## src/csp_cfg.svh

```systemverilog
// status/product path constants: field positions, reset values, stack depth
// assumes inclusion by the package and the modules of this block
`ifndef CSP_CFG_SVH
`define CSP_CFG_SVH
`define CSP_ARP_HI        15
`define CSP_ARP_LO        13
`define CSP_OV_BIT        12
`define CSP_OVM_BIT       11
`define CSP_ST0_RSV_BIT   10
`define CSP_GLOBAL_INT_DISABLE_BIT      9
`define CSP_DP_HI         8
`define CSP_ARB_HI        15
`define CSP_ARB_LO        13
`define CSP_CNF_BIT       12
`define CSP_TC_BIT        11
`define CSP_SXM_BIT       10
`define CSP_C_BIT         9
`define CSP_XF_BIT        4
`define CSP_ST1_RSV_MASK  16'h01ec
`define CSP_ST0_RSV_MASK  16'h0400
`define CSP_STACK_DEPTH   8
`define CSP_PM_RESET      2'h0
`define CSP_ADDR_LOW_BITS 7
`endif

```

## src/csp_pkg.sv

```systemverilog
// types of the status/product path
// assumes csp_cfg.svh is on the include path
`include "csp_cfg.svh"
package csp_pkg;
  typedef enum logic [1:0] {CSP_PM_NONE, CSP_PM_LEFT1, CSP_PM_LEFT4, CSP_PM_RIGHT6} csp_pm_type;
  typedef enum logic [3:0] {
    CSP_BIT_OVM, CSP_BIT_GLOBAL_INT_DISABLE, CSP_BIT_CNF, CSP_BIT_TC, CSP_BIT_SXM, CSP_BIT_C, CSP_BIT_XF
  } csp_ctl_bit_type;
  typedef enum logic [1:0] {CSP_CARRY_NONE, CSP_CARRY_NORMAL, CSP_CARRY_HI16, CSP_CARRY_FORCE} csp_carry_mode_type;
endpackage

```

## src/csp_stack_if.sv

```systemverilog
// carrier between the top and the eight-level stack
// assumes a single clock domain
`timescale 1ns/1ps
interface csp_stack_if;
  logic        push;
  logic        pop;
  logic [15:0] push_data;
  logic [15:0] top_data;
  modport owner (output push, pop, push_data, input top_data);
  modport store (input push, pop, push_data, output top_data);
endinterface
```

## src/csp_core.sv

```systemverilog
// Function
// - 32-bit product register holds each multiply result
// - scaler passes, shifts left 1/4, right 6
// - scaler is combinational, adds no cycle
// - eight-entry 16-bit hardware stack
// - operand register feeds multiplier, shift, bit index
// - reserved status bits read as one from the first clock after reset
// - status load/store; load keeps interrupt disable
// - set/clear control bit touches one bit
// - pointer load saves old pointer to buffer
// - status one load copies buffer to pointer
// - pointer updated by indirect, load, modify, status
// - carry: add carry sets, sub borrow clears
// - 16-bit shifted add sets, sub clears only
// - shifts, set/clear, load update carry; reset sets
// - RAM map select bit, reset clears
// - page pointer above seven low bits
// - interrupt disable blocks only maskable interrupts
// - reset, acknowledge, trap set interrupt disable
// - overflow latches until reset, branch, load
// - product shift select encoding, reset clears
// - saturate mode bit selects saturate or wrap
// - sign extend mode, reset sets
// - external flag drives pin, reset sets
//
// status words, product/operand registers, stack and scaler of the core
// assumes decoder strobes are one-cycle pulses on ref_clk_in
`timescale 1ns/1ps
`include "csp_cfg.svh"
module csp_core (
  // clock and reset
  input  wire logic                        ref_clk_in,
  input  wire logic                        rst_n_in,
  // multiplier and operand
  input  wire logic                        mult_valid_in,
  input  wire logic [31:0]                 mult_result_in,
  input  wire logic                        operand_load_in,
  input  wire logic [15:0]                 operand_data_in,
  // status load/store and set/clear
  input  wire logic                        load_st0_in,
  input  wire logic                        load_st1_in,
  input  wire logic [15:0]                 load_data_in,
  input  wire logic                        set_ctl_in,
  input  wire logic                        clr_ctl_in,
  input  wire csp_pkg::csp_ctl_bit_type    ctl_sel_in,
  input  wire logic                        pm_load_in,
  input  wire csp_pkg::csp_pm_type         pm_data_in,
  // pointers
  input  wire logic                        arp_load_in,
  input  wire logic                        arp_no_save_in,
  input  wire logic [2:0]                  arp_data_in,
  input  wire logic                        dp_load_in,
  input  wire logic [8:0]                  dp_data_in,
  input  wire logic [15:0]                 instr_word_in,
  // arithmetic status
  input  wire csp_pkg::csp_carry_mode_type carry_mode_in,
  input  wire logic                        alu_is_sub_in,
  input  wire logic                        alu_carry_in,
  input  wire logic                        carry_force_in,
  input  wire logic                        alu_overflow_in,
  input  wire logic                        ov_branch_in,
  input  wire logic                        test_flag_load_in,
  input  wire logic                        test_flag_in,
  // interrupts
  input  wire logic                        maskable_req_in,
  input  wire logic                        int_ack_in,
  input  wire logic                        trap_taken_in,
  // stack
  input  wire logic                        stack_push_in,
  input  wire logic                        stack_pop_in,
  input  wire logic [15:0]                 stack_data_in,
  // outputs
  output logic      [15:0]                 st0_out,
  output logic      [15:0]                 st1_out,
  output logic      [31:0]                 product_scaled_out,
  output logic      [15:0]                 operand_out,
  output logic      [3:0]                  shift_count_out,
  output logic      [3:0]                  bit_index_out,
  output logic      [15:0]                 direct_addr_out,
  output logic      [2:0]                  aux_sel_out,
  output logic      [15:0]                 stack_top_out,
  output logic                             maskable_accept_out,
  output logic                             saturate_out,
  output logic                             sign_extend_out,
  output logic                             ram_in_prog_out,
  output logic                             ext_flag_out
);
  import csp_pkg::*;

  // status fields
  logic [2:0]  aux_reg_pointer_r;
  logic [2:0]  aux_pointer_buffer_r;
  logic        arith_excess_flag_r;
  logic        saturate_mode_r;
  logic        global_int_disable_r;
  logic [8:0]  page_pointer_r;
  logic        ram_map_select_r;
  logic        test_flag_r;
  logic        sign_extend_mode_r;
  logic        carry_r;
  logic        ext_flag_output_r;
  csp_pm_type  product_shift_select_r;
  logic [31:0] product_holding_reg_r;
  logic [15:0] multiplier_operand_reg_r;
  logic        carry_nxt;
  logic [31:0] scaled;

  csp_stack_if stk ();

  // one set/clear strobe decoded per bit
  function automatic logic ctl_hit(input csp_ctl_bit_type sel, input csp_ctl_bit_type b);
    ctl_hit = (sel == b);
  endfunction

  function automatic logic ctl_update(input logic cur, input csp_ctl_bit_type b,
                                      input logic set_p, input logic clr_p,
                                      input csp_ctl_bit_type sel);
    if (set_p && ctl_hit(sel, b)) begin
      ctl_update = 1'b1;
    end else if (clr_p && ctl_hit(sel, b)) begin
      ctl_update = 1'b0;
    end else begin
      ctl_update = cur;
    end
  endfunction

  // product and operand
  always_ff @(posedge ref_clk_in or negedge rst_n_in) begin
    if (!rst_n_in) begin
      product_holding_reg_r <= 32'h0000_0000;
    end else if (mult_valid_in) begin
      product_holding_reg_r <= mult_result_in;
    end
  end

  always_ff @(posedge ref_clk_in or negedge rst_n_in) begin
    if (!rst_n_in) begin
      multiplier_operand_reg_r <= 16'h0000;
    end else if (operand_load_in) begin
      multiplier_operand_reg_r <= operand_data_in;
    end
  end

  csp_product_scaler u_product_scaler (
    .prod_in    (product_holding_reg_r),
    .pm_in      (product_shift_select_r),
    .scaled_out (scaled)
  );

  assign stk.push      = stack_push_in;
  assign stk.pop       = stack_pop_in & ~stack_push_in;
  assign stk.push_data = stack_data_in;

  csp_stack #(
    .DEPTH (`CSP_STACK_DEPTH)
  ) u_stack (
    .ref_clk_in (ref_clk_in),
    .rst_n_in   (rst_n_in),
    .st         (stk)
  );

  // auxiliary pointer and buffer
  always_ff @(posedge ref_clk_in or negedge rst_n_in) begin
    if (!rst_n_in) begin
      aux_reg_pointer_r    <= 3'h0;
      aux_pointer_buffer_r <= 3'h0;
    end else if (load_st1_in) begin
      aux_pointer_buffer_r <= load_data_in[`CSP_ARB_HI:`CSP_ARB_LO];
      aux_reg_pointer_r    <= load_data_in[`CSP_ARB_HI:`CSP_ARB_LO];
    end else if (load_st0_in) begin
      aux_reg_pointer_r    <= load_data_in[`CSP_ARP_HI:`CSP_ARP_LO];
    end else if (arp_load_in) begin
      aux_reg_pointer_r    <= arp_data_in;
      if (!arp_no_save_in) begin
        aux_pointer_buffer_r <= aux_reg_pointer_r;
      end
    end
  end

  // page pointer
  always_ff @(posedge ref_clk_in or negedge rst_n_in) begin
    if (!rst_n_in) begin
      page_pointer_r <= 9'h000;
    end else if (load_st0_in) begin
      page_pointer_r <= load_data_in[`CSP_DP_HI:0];
    end else if (dp_load_in) begin
      page_pointer_r <= dp_data_in;
    end
  end

  // overflow: event beats clearing
  always_ff @(posedge ref_clk_in or negedge rst_n_in) begin
    if (!rst_n_in) begin
      arith_excess_flag_r <= 1'b0;
    end else if (alu_overflow_in) begin
      arith_excess_flag_r <= 1'b1;
    end else if (load_st0_in) begin
      arith_excess_flag_r <= load_data_in[`CSP_OV_BIT];
    end else if (ov_branch_in) begin
      arith_excess_flag_r <= 1'b0;
    end
  end

  // interrupt disable: load leaves it alone; hardware set wins
  always_ff @(posedge ref_clk_in or negedge rst_n_in) begin
    if (!rst_n_in) begin
      global_int_disable_r <= 1'b1;
    end else if (int_ack_in || trap_taken_in) begin
      global_int_disable_r <= 1'b1;
    end else begin
      global_int_disable_r <= ctl_update(global_int_disable_r, CSP_BIT_GLOBAL_INT_DISABLE,
                                         set_ctl_in, clr_ctl_in, ctl_sel_in);
    end
  end

  // mode bits of status word zero and one
  always_ff @(posedge ref_clk_in or negedge rst_n_in) begin
    if (!rst_n_in) begin
      saturate_mode_r    <= 1'b0;
      ram_map_select_r   <= 1'b0;
      sign_extend_mode_r <= 1'b1;
      ext_flag_output_r  <= 1'b1;
    end else begin
      if (load_st0_in) begin
        saturate_mode_r <= load_data_in[`CSP_OVM_BIT];
      end else begin
        saturate_mode_r <= ctl_update(saturate_mode_r, CSP_BIT_OVM, set_ctl_in, clr_ctl_in, ctl_sel_in);
      end
      if (load_st1_in) begin
        ram_map_select_r   <= load_data_in[`CSP_CNF_BIT];
        sign_extend_mode_r <= load_data_in[`CSP_SXM_BIT];
        ext_flag_output_r  <= load_data_in[`CSP_XF_BIT];
      end else begin
        ram_map_select_r   <= ctl_update(ram_map_select_r, CSP_BIT_CNF, set_ctl_in, clr_ctl_in, ctl_sel_in);
        sign_extend_mode_r <= ctl_update(sign_extend_mode_r, CSP_BIT_SXM, set_ctl_in, clr_ctl_in, ctl_sel_in);
        ext_flag_output_r  <= ctl_update(ext_flag_output_r, CSP_BIT_XF, set_ctl_in, clr_ctl_in, ctl_sel_in);
      end
    end
  end

  // product shift select
  always_ff @(posedge ref_clk_in or negedge rst_n_in) begin
    if (!rst_n_in) begin
      product_shift_select_r <= csp_pm_type'(`CSP_PM_RESET);
    end else if (load_st1_in) begin
      product_shift_select_r <= csp_pm_type'(load_data_in[1:0]);
    end else if (pm_load_in) begin
      product_shift_select_r <= pm_data_in;
    end
  end

  // test flag
  always_ff @(posedge ref_clk_in or negedge rst_n_in) begin
    if (!rst_n_in) begin
      test_flag_r <= 1'b0;
    end else if (test_flag_load_in) begin
      test_flag_r <= test_flag_in;
    end else if (load_st1_in) begin
      test_flag_r <= load_data_in[`CSP_TC_BIT];
    end else begin
      test_flag_r <= ctl_update(test_flag_r, CSP_BIT_TC, set_ctl_in, clr_ctl_in, ctl_sel_in);
    end
  end

  // carry next value
  always_comb begin
    carry_nxt = carry_r;
    case (carry_mode_in)
      CSP_CARRY_NORMAL: carry_nxt = alu_is_sub_in ? ~alu_carry_in ? 1'b0 : 1'b1
                                                  : alu_carry_in;
      CSP_CARRY_HI16: begin
        if (!alu_is_sub_in && alu_carry_in) begin
          carry_nxt = 1'b1;
        end else if (alu_is_sub_in && !alu_carry_in) begin
          carry_nxt = 1'b0;
        end
      end
      CSP_CARRY_FORCE:  carry_nxt = carry_force_in;
      default:          carry_nxt = carry_r;
    endcase
    if (load_st1_in) begin
      carry_nxt = load_data_in[`CSP_C_BIT];
    end else begin
      carry_nxt = ctl_update(carry_nxt, CSP_BIT_C, set_ctl_in, clr_ctl_in, ctl_sel_in);
    end
  end

  always_ff @(posedge ref_clk_in or negedge rst_n_in) begin
    if (!rst_n_in) begin
      carry_r <= 1'b1;
    end else begin
      carry_r <= carry_nxt;
    end
  end

  // registered outputs; scaled product passes without an added cycle
  assign product_scaled_out = scaled;

  always_ff @(posedge ref_clk_in or negedge rst_n_in) begin
    if (!rst_n_in) begin
      st0_out <= 16'h0000;
      st1_out <= 16'h0000;
    end else begin
      st0_out <= {aux_reg_pointer_r, arith_excess_flag_r, saturate_mode_r, 1'b0,
                  global_int_disable_r, page_pointer_r} | `CSP_ST0_RSV_MASK;
      st1_out <= {aux_pointer_buffer_r, ram_map_select_r, test_flag_r, sign_extend_mode_r,
                  carry_r, 4'h0, ext_flag_output_r, 2'h0, product_shift_select_r}
                 | `CSP_ST1_RSV_MASK;
    end
  end

  always_ff @(posedge ref_clk_in or negedge rst_n_in) begin
    if (!rst_n_in) begin
      operand_out         <= 16'h0000;
      shift_count_out     <= 4'h0;
      bit_index_out       <= 4'h0;
      direct_addr_out     <= 16'h0000;
      aux_sel_out         <= 3'h0;
      stack_top_out       <= 16'h0000;
      maskable_accept_out <= 1'b0;
      saturate_out        <= 1'b0;
      sign_extend_out     <= 1'b1;
      ram_in_prog_out     <= 1'b0;
      ext_flag_out        <= 1'b1;
    end else begin
      operand_out         <= multiplier_operand_reg_r;
      shift_count_out     <= multiplier_operand_reg_r[3:0];
      bit_index_out       <= 4'hf - multiplier_operand_reg_r[3:0];
      direct_addr_out     <= {page_pointer_r, instr_word_in[`CSP_ADDR_LOW_BITS-1:0]};
      aux_sel_out         <= aux_reg_pointer_r;
      stack_top_out       <= stk.top_data;
      maskable_accept_out <= maskable_req_in & ~global_int_disable_r;
      saturate_out        <= saturate_mode_r;
      sign_extend_out     <= sign_extend_mode_r;
      ram_in_prog_out     <= ram_map_select_r;
      ext_flag_out        <= ext_flag_output_r;
    end
  end
endmodule

```

## src/csp_product_scaler.sv

```systemverilog
// product scaler, purely combinational
// assumes the shift selection is held in status word one
`timescale 1ns/1ps
module csp_product_scaler (
  // inputs
  input  wire logic [31:0]        prod_in,
  input  wire csp_pkg::csp_pm_type pm_in,
  // output
  output logic      [31:0]        scaled_out
);
  import csp_pkg::*;
  always_comb begin
    case (pm_in)
      CSP_PM_NONE:   scaled_out = prod_in;
      CSP_PM_LEFT1:  scaled_out = {prod_in[30:0], 1'b0};
      CSP_PM_LEFT4:  scaled_out = {prod_in[27:0], 4'h0};
      CSP_PM_RIGHT6: scaled_out = {{6{prod_in[31]}}, prod_in[31:6]};
      default:       scaled_out = prod_in;
    endcase
  end
endmodule

```

## src/csp_stack.sv

```systemverilog
// eight-level, 16-bit hardware stack in flip-flops
// assumes push and pop come from the top, one per cycle
`timescale 1ns/1ps
`include "csp_cfg.svh"
module csp_stack #(
  parameter int DEPTH = `CSP_STACK_DEPTH
) (
  // clock and reset
  input  wire logic  ref_clk_in,
  input  wire logic  rst_n_in,
  // stack port
  csp_stack_if.store st
);
  logic [15:0] level_r [DEPTH];

  assign st.top_data = level_r[0];

  // push shifts down, pop shifts up; bottom copies itself on pop
  genvar g;
  generate
    for (g = 0; g < DEPTH; g++) begin : g_lvl
      always_ff @(posedge ref_clk_in or negedge rst_n_in) begin
        if (!rst_n_in) begin
          level_r[g] <= 16'h0000;
        end else if (st.push) begin
          level_r[g] <= (g == 0) ? st.push_data : level_r[(g == 0) ? 0 : g - 1];
        end else if (st.pop) begin
          level_r[g] <= level_r[(g == DEPTH - 1) ? g : g + 1];
        end
      end
    end
  endgenerate
endmodule

```

## config.mk

```make
export PLATFORM = sky130hd
export DESIGN_NAME = csp_core
export DESIGN_NICKNAME = d
export VERILOG_FILES = /design/src/csp_pkg.sv /design/src/csp_stack_if.sv /design/src/csp_core.sv /design/src/csp_product_scaler.sv /design/src/csp_stack.sv
export VERILOG_INCLUDE_DIRS = /design/src /design/src/src
export SDC_FILE = /design/constraint.sdc
export NUM_CORES = 1
export LEC_CHECK = 0
export BUFFER_PORTS_ARGS = -buffer_cell sky130_fd_sc_hd__buf_2
export CAP_MARGIN = 20
export CELL_PAD_IN_SITES_DETAIL_PLACEMENT = 0
export CELL_PAD_IN_SITES_GLOBAL_PLACEMENT = 1
export CORE_ASPECT_RATIO = 2
export CORE_MARGIN = 3
export CORE_UTILIZATION = 43
export CTS_BUF_LIST = sky130_fd_sc_hd__clkbuf_4 sky130_fd_sc_hd__clkbuf_8 sky130_fd_sc_hd__clkbuf_16
export DETAILED_ROUTE_END_ITERATION = 12
export GPL_ROUTABILITY_DRIVEN = 1
export PLACE_DENSITY = 0.91
export SLEW_MARGIN = 5
export SYNTH_ARGS = -nofsm -noshare
export SYNTH_HDL_FRONTEND = slang
export SYNTH_SLANG_ARGS = --single-unit
```

## constraint.sdc

```tcl
create_clock -name ref_clk_in -period 1.5 [get_ports ref_clk_in]
set_input_delay 0.075 -clock ref_clk_in [delete_from_list [all_inputs] [get_ports ref_clk_in]]
set_output_delay 0.075 -clock ref_clk_in [all_outputs]
set_load 0.02 [all_outputs]
```

==> results of run 1 <==
==> power by group <==
part / switching (W) / leakage [nW] / internal (W) / total, W
registers: 0.000752 / 3.38 / 0.00835 / 0.00910
clock network: 0.00292 / 0.456 / 0.00409 / 0.00701
logic: 0.00195 / 3.75 / 0.00188 / 0.00383
==> sequential cells by signal (all words and copies together), names as in the netlist, 2 cells and up <==
register / count
aux_reg_pointer_r: 3
operand_out: 13
page_pointer_r: 9
aux_sel_out: 3
product_shift_select_r: 2
stack_top_out: 16
st0_out: 4
u_stack.st.top_data: 16
shift_count_out: 3
u_stack.level_r: 112
aux_pointer_buffer_r: 3
product_holding_reg_r: 32
bit_index_out: 4
direct_addr_out: 15
st1_out: 11
multiplier_operand_reg_r: 16
==> cell usage after synthesis, drive strengths merged (4+ instances only) <==
library cell	number	share of area
buf	63	0.041
inv	8	0.0026
dfrtp	267	0.58
a22oi	4	0.0026
nand2	150	0.049
mux4	27	0.052
dfstp	6	0.014
mux2	61	0.059
nor2b	6	0.0032
a21oi	7	0.0030
clkbuf	20	0.0065
mux2i	130	0.11
o21ai	140	0.060
nor2	5	0.0016
==> final timing paths <==
kind,startpoint,endpoint,slack [ns]
setup / recovery,product_shift_select_r[0],product_scaled_out[7],-0.48
hold / removal,operand_load_in,multiplier_operand_reg_r[3],-0.01
setup reg to reg,carry_r,carry_r,0.09
hold reg to reg,aux_pointer_buffer_r[0],st1_out[13],0.37
max in group asynchronous,rst_n_in,u_stack.level_r[102],0.37
min in group asynchronous,rst_n_in,global_int_disable_r,0.13
==> metrics by stage <==
step	worst slack (ns)	TNS, ns	std cells	util	hold WS, ns
after floorplan	0.2736	0	917	-	-0.2206
after global placement	0.1161	0	1463	0.4961	-0.05082
after detailed placement	0.08883	0	1463	0.4961	-0.04795
after CTS	-0.4515	-13.23	1672	0.5982	0.0008855
after global routing	-0.5303	-14.95	1668	0.6018	0.02497
final	-0.4833	-13.28	1670	0.6020	-0.01114
==> timing repair <==
item / in CTS / in global routing
resized for setup: 23 / 39
hold buffers: 155 / 4
pin swaps: 3 / 1
endpoints found under the hold margin: 384 / 3
gates cloned: 5 / 1
setup endpoints to repair: 32 / 47
setup buffers: 3 / 0
==> final cells by class <==
class                   count  area share
flip-flops and latches    273      0.4291
multi-input cells         553      0.2656
repair buffers            444      0.2182
clock buffers              31     0.04402
well taps                 344     0.02700
clock inverters            15     0.01389
inverters                   8    0.001883
diodes                      2   0.0003139
==> layer usage <==
layer  vias to the layer above  track usage  part of all wire  routed length [um]
li1                       3959            -                 -                   -
met2                       336       0.3632              0.53               16430
met1                      4306       0.2270              0.36               10920
met4                         0       0.1094             0.052                1593
met3                       128      0.04222             0.058                1773
met5                         -            0                 0                   0
==> kinds of logic after synthesis <==
kind of cell,after synthesis,synth area share
mux,218,0.2237
compound gates,160,0.07278
other cells,1,0.0003232
flops,273,0.5894
buf+inv,91,0.04982
fa+ha+maj,3,0.003235
simple gates,171,0.06071
==> layout by cell type (no fill, tap or decap), drive strengths merged, types with 10 or more instances in the layout <==
cell | synthesis | layout
buf | 63 | 292
dfrtp | 267 | 267
nand2 | 150 | 150
dlygate4sd3 | 0 | 149
o21ai | 140 | 140
mux2i | 130 | 130
mux2 | 61 | 61
clkbuf | 20 | 32
mux4 | 27 | 27
inv | 8 | 10
==> impl_metrics.csv, run 1 <==
group,metric,value,unit
layout,nFillCells,1998,
die,die_h,238.3,um
synthesis,ys_types,35,
routing,drc,0,
place,gp_congestion,0.8883,
worst_setup_path,endpoint_kind,"primary output",
worst_setup_path,reg2regPathDepth,3,
power_and_ir_drop,finalPower,0.01994,W
die,coreArea,26490,um^2
place,dp_hpwl,17440,um
worst_setup_path,crit_path_max_incr_delay,0.52,ns
power_and_ir_drop,power_density,1250,nW/um^2
job,cap_violations,0,
routing,drt-initial-drc-count,507,
die,initial_core_util,0.4381,
outcome,violations,"hold timing, setup timing",
hold_path,hp-class,"input pin to register",
synthesis,synth_warnings,0,
place,io_buffers,258,
layout,syn_to_final_growth,37.41,%
clock_network,cts.sinks,273,
worst_setup_path,critical_path.top_delay_family,"multiplexers",
global_routing,grt.total_usage,0.2047,
synthesis,ys_seq_area_frac,0.5894,
timing,post-route-min-period,1.983,ns
worst_setup_path,crit_chain,"buf_6 -> buf_16 -> mux4_2 -> buf_6",
worst_setup_path,cp.depth,4,
die,dieWidth,122.2,um
layout,drive_gt1_frac,0.2923,
worst_setup_path,cp_num_buf_inv,3,
clock_network,htree_levels,1,
routing,wl_per_cell,18.39,um
synthesis,ys_async_sr_fraction,1.000,
routing,dr.pass1.iters,4,
layout,final_nets,1448,
timing,rsz0062_at_grt,"true",
timing,fin_hold_ws,-0.01114,ns
synthesis,synth-seq-cells,273,
routing,totalWireLength,30710,um
worst_setup_path,worst_path_max_delay_cell,"mux4_2",
hold_path,hold_depth,2,
outcome,status,"finished, violations left",
worst_setup_path,startpoint_type,"register",
layout,multi_input_area,4234,um^2
timing,slew_violations,0,
synthesis,synth_area_per_cell,12.65,um^2
global_routing,grt-ovfl-total,0,
global_routing,grt_max_degree,64,
clock_network,root_buffer,"clkbuf_16",
timing,max_freq,504.2,MHz
synthesis,synth-edff-count,0,
routing,ant_nets,0,
global_routing,grt_pass1_wl,47750,um
clock_network,clk_path_buf_depth,3,
timing,fin_ws,-0.4833,ns
timing,hold_viol,1,
worst_setup_path,path_max_fanout,5,
synthesis,syn-num-nets,1060,
clock_network,cts_made_buffers,25,
global_routing,grt_pass1_vias,9433,
timing,finalClockSkew,0.01837,ns
synthesis,syn_inst,917,
synthesis,ys.flop_type,"dfrtp_1",
clock_network,insertion_delay,0.55,ns
global_routing,antenna_found_initial,0,
timing,tightestPinTransition,0.6401,ns
routing,num_vias,8729,
die,io_pins,268,
timing,relSlewSlack,0.5718,
worst_setup_path,critical_path_required,1.42,ns
die,die_area,29110,um^2
worst_setup_path,cpMostUsedCell,"buf_6",
clock_network,clk_pin_slew,0.07,ns
layout,design_area,15940,um^2
routing,viasPerCell,5.227,
synthesis,synth_area,11600,um^2
die,num_rows,84,
worst_setup_path,arrival,1.91,ns
worst_setup_path,worstSetupPathType,"register to primary output",
power_and_ir_drop,p_leak,7.590,nW
layout,regArea,6842,um^2
timing,setup_viol_count_final,32,
place,placed_area,13140,um^2
power_and_ir_drop,peakVddDrop,1.324,mV
timing,period_share,1.322,
clock_network,cts_tree,"built",
(Power assumes the default switching activity.)
==> run 2, diff against run 1 <==
CORE_UTILIZATION = 39   (was 43)
PLACE_DENSITY = 0.87   (was 0.91)
clock period = 1.7 ns   (was 1.5 ns; I/O delays follow)
==> run 2 against run 1 <==
Net effect:
- the flow finishes with violations (setup timing)
- combinational power decreased by 15%
- sequential cell count stayed put
- final cell count increased by 0.30%
- clock skew is 0.0053 ns higher
- first-iteration DRC count down 39%
- via count is 3.5% lower
- global-route usage shrank 2.9 points
- power down 16%
- register-to-register slack worse by 0.03 ns
- clock-buffer cell count is 3 higher
==> impl_metrics.csv, run 2 (synthesis gave the netlist of run 1 again) <==
group,metric,value,unit
routing,totalWireLength,28800,um
clock_network,cts_tree,"built",
routing,viasPerCell,5.029,
worst_setup_path,startpoint_type,"register",
worst_setup_path,r2r_slack,0.06,ns
worst_setup_path,arrival,1.88,ns
global_routing,grt_pass1_wl,45720,um
power_and_ir_drop,switchingPower,0.004746,W
timing,tightestPinTransition,0.5339,ns
layout,drive_gt1_frac,0.2925,
die,coreArea,29070,um^2
clock_network,htree_levels,1,
timing,setup_viol_count_final,32,
worst_setup_path,reg2regPathDepth,5,
power_and_ir_drop,power_frac_clock,0.327,
outcome,violations,"setup timing",
power_and_ir_drop,seqPwrFrac,0.479,
worst_setup_path,r2r_end,"product_shift_select_r[1]",
timing,fin_hold_ws,0.03213,ns
timing,fin_ws,-0.2629,ns
die,dieWidth,128.0,um
clock_network,clk_pin_slew,0.07,ns
timing,rsz0062_at_grt,"true",
layout,final_common_cell,"dfrtp_1",
layout,layout_common_cells,"dfrtp_1 (265), buf_2 (241), nand2_1 (150), dlygate4sd3_1 (137), o21ai_1 (135)",
layout,final_util,0.5395,
place,placed_area,13170,um^2
timing,slew_violations,0,
clock_network,cts.sinks,273,
clock_network,root_buffer,"clkbuf_16",
die,die_area,31980,um^2
die,num_rows,88,
timing,post-route-min-period,1.963,ns
place,io_buffers,258,
power_and_ir_drop,p_int,0.01200,W
global_routing,grt_max_degree,61,
timing,max_freq,509.5,MHz
place,dp_hpwl,17890,um
layout,largest_reg_flops,112,
power_and_ir_drop,power_frac_comb,0.195,
die,die_h,249.9,um
layout,final_nets,1437,
layout,max_flop_register,"u_stack.level_r",
routing,num_vias,8423,
clock_network,insertion_delay,0.54,ns
outcome,status,"finished, violations left",
clock_network,cts_made_buffers,25,
routing,dr.pass1.iters,4,
timing,relSlewSlack,0.6441,
clock_network,clk_path_buf_depth,3,
routing,drc,0,
place,pre_cts_slack,0.2917,ns
routing,ant_nets,0,
worst_setup_path,critical_path_required,1.62,ns
layout,design_area,15680,um^2
job,cap_violations,0,
global_routing,grt_pass1_vias,8964,
layout,syn_to_final_growth,35.14,%
worst_setup_path,worstSetupPathType,"register to primary output",
power_and_ir_drop,switching_share,0.2835,
global_routing,grt.total_usage,0.1759,
timing,hold_viol,0,
power_and_ir_drop,p_leak,7.479,nW
timing,finalClockSkew,0.02371,ns
worst_setup_path,endpoint_kind,"primary output",
worst_setup_path,path_max_fanout,10,
layout,reg.largest.list,"u_stack.level_r x112, product_holding_reg_r x32",
routing,wl_per_cell,17.19,um
worst_setup_path,crit_end,"product_scaled_out[13]",
worst_setup_path,startpoint,"product_shift_select_r[1]",
routing,drt-initial-drc-count,308,
place,gp_congestion,0.8424,
global_routing,grt-ovfl-total,0,
global_routing,antenna_found_initial,2,
worst_setup_path,r2r_start,"product_shift_select_r[1]",
hold_path,hp-class,"input pin to register",
power_and_ir_drop,power_density,1068,nW/um^2
power_and_ir_drop,peakVddDrop,0.9119,mV
die,io_pins,268,
die,initial_core_util,0.3992,
timing,period_share,1.155,
==> run 2: worst max-delay path, cell delays in order (launching register included) <==
cell	delay (ns)
dfrtp_2	0.44
buf_12	0.17
mux4_2	0.54
buf_2	0.18
==> run 2: cell type report <==
type                       count  area, um^2
clock buffer                  34       724.4
inverter                       8       30.03
sequential                   273        6842
tap                          360       450.4
fill                        2423       13390
timing repair buffer         433        3347
multi-input combinational    553        4205
clock inverter                12       77.57
antenna                        2       5.005
==> run 2: timing repair <==
action / CTS / global route
hold buffers: 138 / 0
gates cloned: 3 / 4
resized for setup: 18 / 22
endpoints found under the hold margin: 380 / 0
buffers inserted: 2 / 2
setup endpoints to repair: 32 / 33
pin swaps: 1 / 2
==> run 2: power by group through the flow <==
stage                     clock network (W)  registers, W  logic [W]
after floorplan                           0       0.00811    0.00173
after global placement                    0       0.00806    0.00271
after detailed placement                  0       0.00810    0.00277
after CTS                           0.00563       0.00800    0.00316
after global routing                0.00593       0.00813    0.00355
final                               0.00547       0.00802    0.00326
==> run 2: per-stage QoR <==
| step | TNS (ns) | power [W] | std cells |
|---|---|---|---|
| after global placement | 0 | 0.01077 | 1478 |
| after floorplan | 0 | 0.009841 | 917 |
| final | -6.678 | 0.01674 | 1675 |
| after detailed placement | 0 | 0.01088 | 1478 |
| after global routing | -8.410 | 0.01761 | 1675 |
| after CTS | -7.642 | 0.01679 | 1667 |
==> run 2: worst min path at each step <==
stage	startpoint	to	slack (ns)	cells past startpoint
final	stack_pop_in	u_stack.level_r[92]	0.03	3
after global routing	stack_pop_in	u_stack.level_r[80]	0.04	3
after CTS	operand_load_in	multiplier_operand_reg_r[3]	0.0002	2
after detailed placement	rst_n_in	u_stack.level_r[46]	0.06	1
after global placement	rst_n_in	u_stack.level_r[30]	0.05	1
after floorplan	rst_n_in	arith_excess_flag_r	-0.21	0
==> run 2: per-layer routing <==
metal	GRT usage	share of wire	vias to the layer above
li1	-	-	3926
met1	0.1947	0.36	4125
met2	0.3135	0.54	270
met3	0.02913	0.047	102
met4	0.09866	0.054	0
met5	0	0	-
==> run 3, diff against run 2 <==
CAP_MARGIN = unset   (was 20)
CORE_ASPECT_RATIO = unset   (was 2)
SYNTH_HIERARCHICAL = 1   (was unset)
==> run 3 against run 2 <==
Net effect:
- the run still ends with setup timing left
- sequential power barely moved
- critical path depth grew 2
- clock power rose by 19%
- setup slack improved by 0.012 ns
- final cell count increased by 1.9%
- synthesized cell count up 1.4%
- clock-buffer cell count grew 9
==> impl_metrics.csv, run 3 <==
group,metric,value,unit
outcome,status,"finished, violations left",
outcome,violations,"setup timing",
power_and_ir_drop,switchingPower,0.004772,W
layout,final_nets,1441,
layout,nFillCells,2471,
die,die_h,180.4,um
global_routing,antenna_found_initial,0,
timing,slew_violations,0,
die,dieWidth,180.4,um
timing,relSlewSlack,0.6013,
place,pre_cts_slack,0.2878,ns
place,placed_area,13250,um^2
worst_setup_path,cp_num_buf_inv,4,
power_and_ir_drop,p_int,0.01291,W
clock_network,clk_pin_slew,0.06,ns
routing,viasPerCell,4.971,
synthesis,ys_seq_area_frac,0.5765,
synthesis,yosysMostFrequentCell,"dfrtp_1",
timing,fin_ws,-0.2513,ns
synthesis,ys_async_sr_fraction,1.000,
routing,totalWireLength,27260,um
timing,period_share,1.148,
synthesis,synth_area,11860,um^2
worst_setup_path,arrival,1.87,ns
worst_setup_path,critical_path.top_delay_family,"buffers and inverters",
worst_setup_path,startpoint_type,"register",
layout,diodes,0,
place,gp_congestion,0.8289,
clock_network,cts_tree,"built",
layout,syn_to_final_growth,33.07,%
worst_setup_path,endpoint_kind,"primary output",
layout,reg.largest.list,"u_stack/level_r x112, product_holding_reg_r x32",
clock_network,htree_levels,1,
timing,max_freq,512.5,MHz
synthesis,synth_area_leaders,"dfrtp_1 (56%), mux2i_1 (11%), mux2_2 (5.1%)",
place,io_buffers,258,
job,cap_violations,0,
synthesis,synth_warnings,6,
clock_network,insertion_delay,0.55,ns
power_and_ir_drop,finalPower,0.01768,W
worst_setup_path,critical_path_required,1.62,ns
routing,wl_met1,10870,um
die,io_pins,268,
layout,fin_cells,1707,
routing,ant_nets,0,
synthesis,yosysTopAreaCell,"dfrtp_1",
die,die_area,32550,um^2
synthesis,ys_types,37,
power_and_ir_drop,seqPwrFrac,0.452,
clock_network,cts_made_buffers,30,
timing,post-route-min-period,1.951,ns
layout,drive_gt1_frac,0.3318,
global_routing,grt_pass1_vias,8918,
routing,dr.max_layer_used,"met4",
clock_network,clk_path_buf_depth,3,
layout,max_flop_register,"u_stack/level_r",
synthesis,synth_area_per_cell,12.76,um^2
die,coreArea,29800,um^2
worst_setup_path,cpMostUsedCell,"buf_4",
die,num_rows,63,
timing,tightestPinTransition,0.5967,ns
timing,finalClockSkew,0.008925,ns
worst_setup_path,worst_path_max_delay_cell,"dfrtp_1",
clock_network,cts.sinks,273,
layout,final_common_cell,"dfrtp_1",
place,dp_hpwl,16500,um
synthesis,syn_inst,930,
worst_setup_path,crit_chain,"buf_12 -> buf_4 -> buf_4 -> mux4_2 -> buf_2",
layout,layout_common_cells,"dfrtp_1 (266), buf_2 (246), nand2_1 (146), dlygate4sd3_1 (139), mux2i_1 (136)",
routing,wl_per_cell,15.97,um
global_routing,grt_pass1_wl,44860,um
global_routing,grt.total_usage,0.1635,
power_and_ir_drop,power_frac_clock,0.369,
die,initial_core_util,0.3982,
routing,dr_wl_met3,1546,um
worst_setup_path,worstSetupPathType,"register to primary output",
timing,rsz0062_at_grt,"true",
routing,dr.pass1.iters,5,
power_and_ir_drop,power_frac_comb,0.179,
routing,drt-initial-drc-count,406,
global_routing,grt-ovfl-total,0,
timing,hold_viol,0,
clock_network,root_buffer,"clkbuf_16",
worst_setup_path,path_max_fanout,17,
synthesis,synth-seq-cells,273,
layout,largest_reg_flops,112,
layout,design_area,15790,um^2
routing,drc,0,
synthesis,synth_commonest_cells,"dfrtp_1 (267), nand2_1 (146), mux2i_1 (136)",
synthesis,ys.flop_type,"dfrtp_1",
power_and_ir_drop,peakVddDrop,1.185,mV
power_and_ir_drop,switching_share,0.2699,
synthesis,synth-edff-count,0,
synthesis,syn-num-nets,1073,
worst_setup_path,crit_path_max_incr_delay,0.41,ns
routing,met2_length,13790,um
global_routing,grt_max_degree,129,
hold_path,hp-class,"input pin to register",
power_and_ir_drop,power_density,1120,nW/um^2
place,placed_cells,1506,
power_and_ir_drop,p_leak,7.277,nW
routing,num_vias,8485,
synthesis,yosysTopAreaCellShare,0.5632,
timing,setup_viol_count_final,31,
## run 3: layout make-up
class                           count  area [um^2]  share of cell area
Sequential cell                   273         6840              0.4333
Multi-Input combinational cell    551         4232              0.2680
Timing Repair Buffer              435         3189              0.2020
Clock buffer                       43        904.6             0.05730
Tap cell                          390        488.0             0.03091
Clock inverter                      8        107.6            0.006816
Inverter                            7        26.28            0.001664
## run 3: cell families (layout without fill, tap and decap cells)
logic type	Yosys count	count (layout)	share of synthesized area
flip-flops	273	273	0.5765
buffers and inverters	106	493	0.06718
adder cells (fa/ha/maj)	3	3	0.003164
multiplexers	224	224	0.2261
other	1	1	0.0003161
AO/OA/AOI/OAI	153	153	0.06750
AND/OR/NAND/NOR	170	170	0.05927
## run 3: routing by layer
metal  vias to the layer above  GRT usage
li1                       3935          -
met1                      4186     0.2034
met2                       279     0.2816
met3                        85    0.03432
met4                         0    0.06202
met5                         -          0
## run 3: power by group through the flow
stage	combinational (W)	sequential, W	clock [W]
final	0.00316	0.00800	0.00652
after CTS	0.00313	0.00798	0.00671
after global routing	0.00346	0.00811	0.00695
after detailed placement	0.00278	0.00808	0
after floorplan	0.00184	0.00810	0
after global placement	0.00272	0.00803	0
## run 3: tightest hold or removal path, cell delays in order
cell and delay, ns:
buf_2 0.10, buf_12 0.20, mux2_1 0.16
## run 3: worst paths after layout
| kind | from | to | slack, ns | depth (start not counted) |
|---|---|---|---|---|
| hold reg to reg | multiplier_operand_reg_r[11] | operand_out[11] | 0.37 | 0 |
| setup reg to reg | product_shift_select_r[0] | product_shift_select_r[0] | 0.08 | 5 |
| min in group asynchronous | rst_n_in | product_holding_reg_r[18] | 0.09 | 2 |
| setup / recovery | product_shift_select_r[1] | product_scaled_out[21] | -0.25 | 5 |
| hold / removal | mult_valid_in | product_holding_reg_r[19] | 0.04 | 3 |
| max in group asynchronous | rst_n_in | u_stack/st.top_data[9] | 0.94 | 3 |
## run 3: what timing repair did
action | CTS | global route
resized for setup | 13 | 15
endpoints found under the setup margin | 32 | 37
gates cloned | 1 | 0
hold buffers | 139 | 0
setup buffers | 7 | 4
endpoints found under the hold margin | 376 | 0
## run 3: through the flow
step	hold slack, ns	TNS, ns	utilization
floorplan	-0.2106	0	-
global placement	0.05409	0	0.4447
detailed placement	0.05628	0	0.4447
CTS	0.009769	-7.356	0.5294
global route	0.04945	-8.496	0.5299
finish	0.04092	-6.118	0.5299
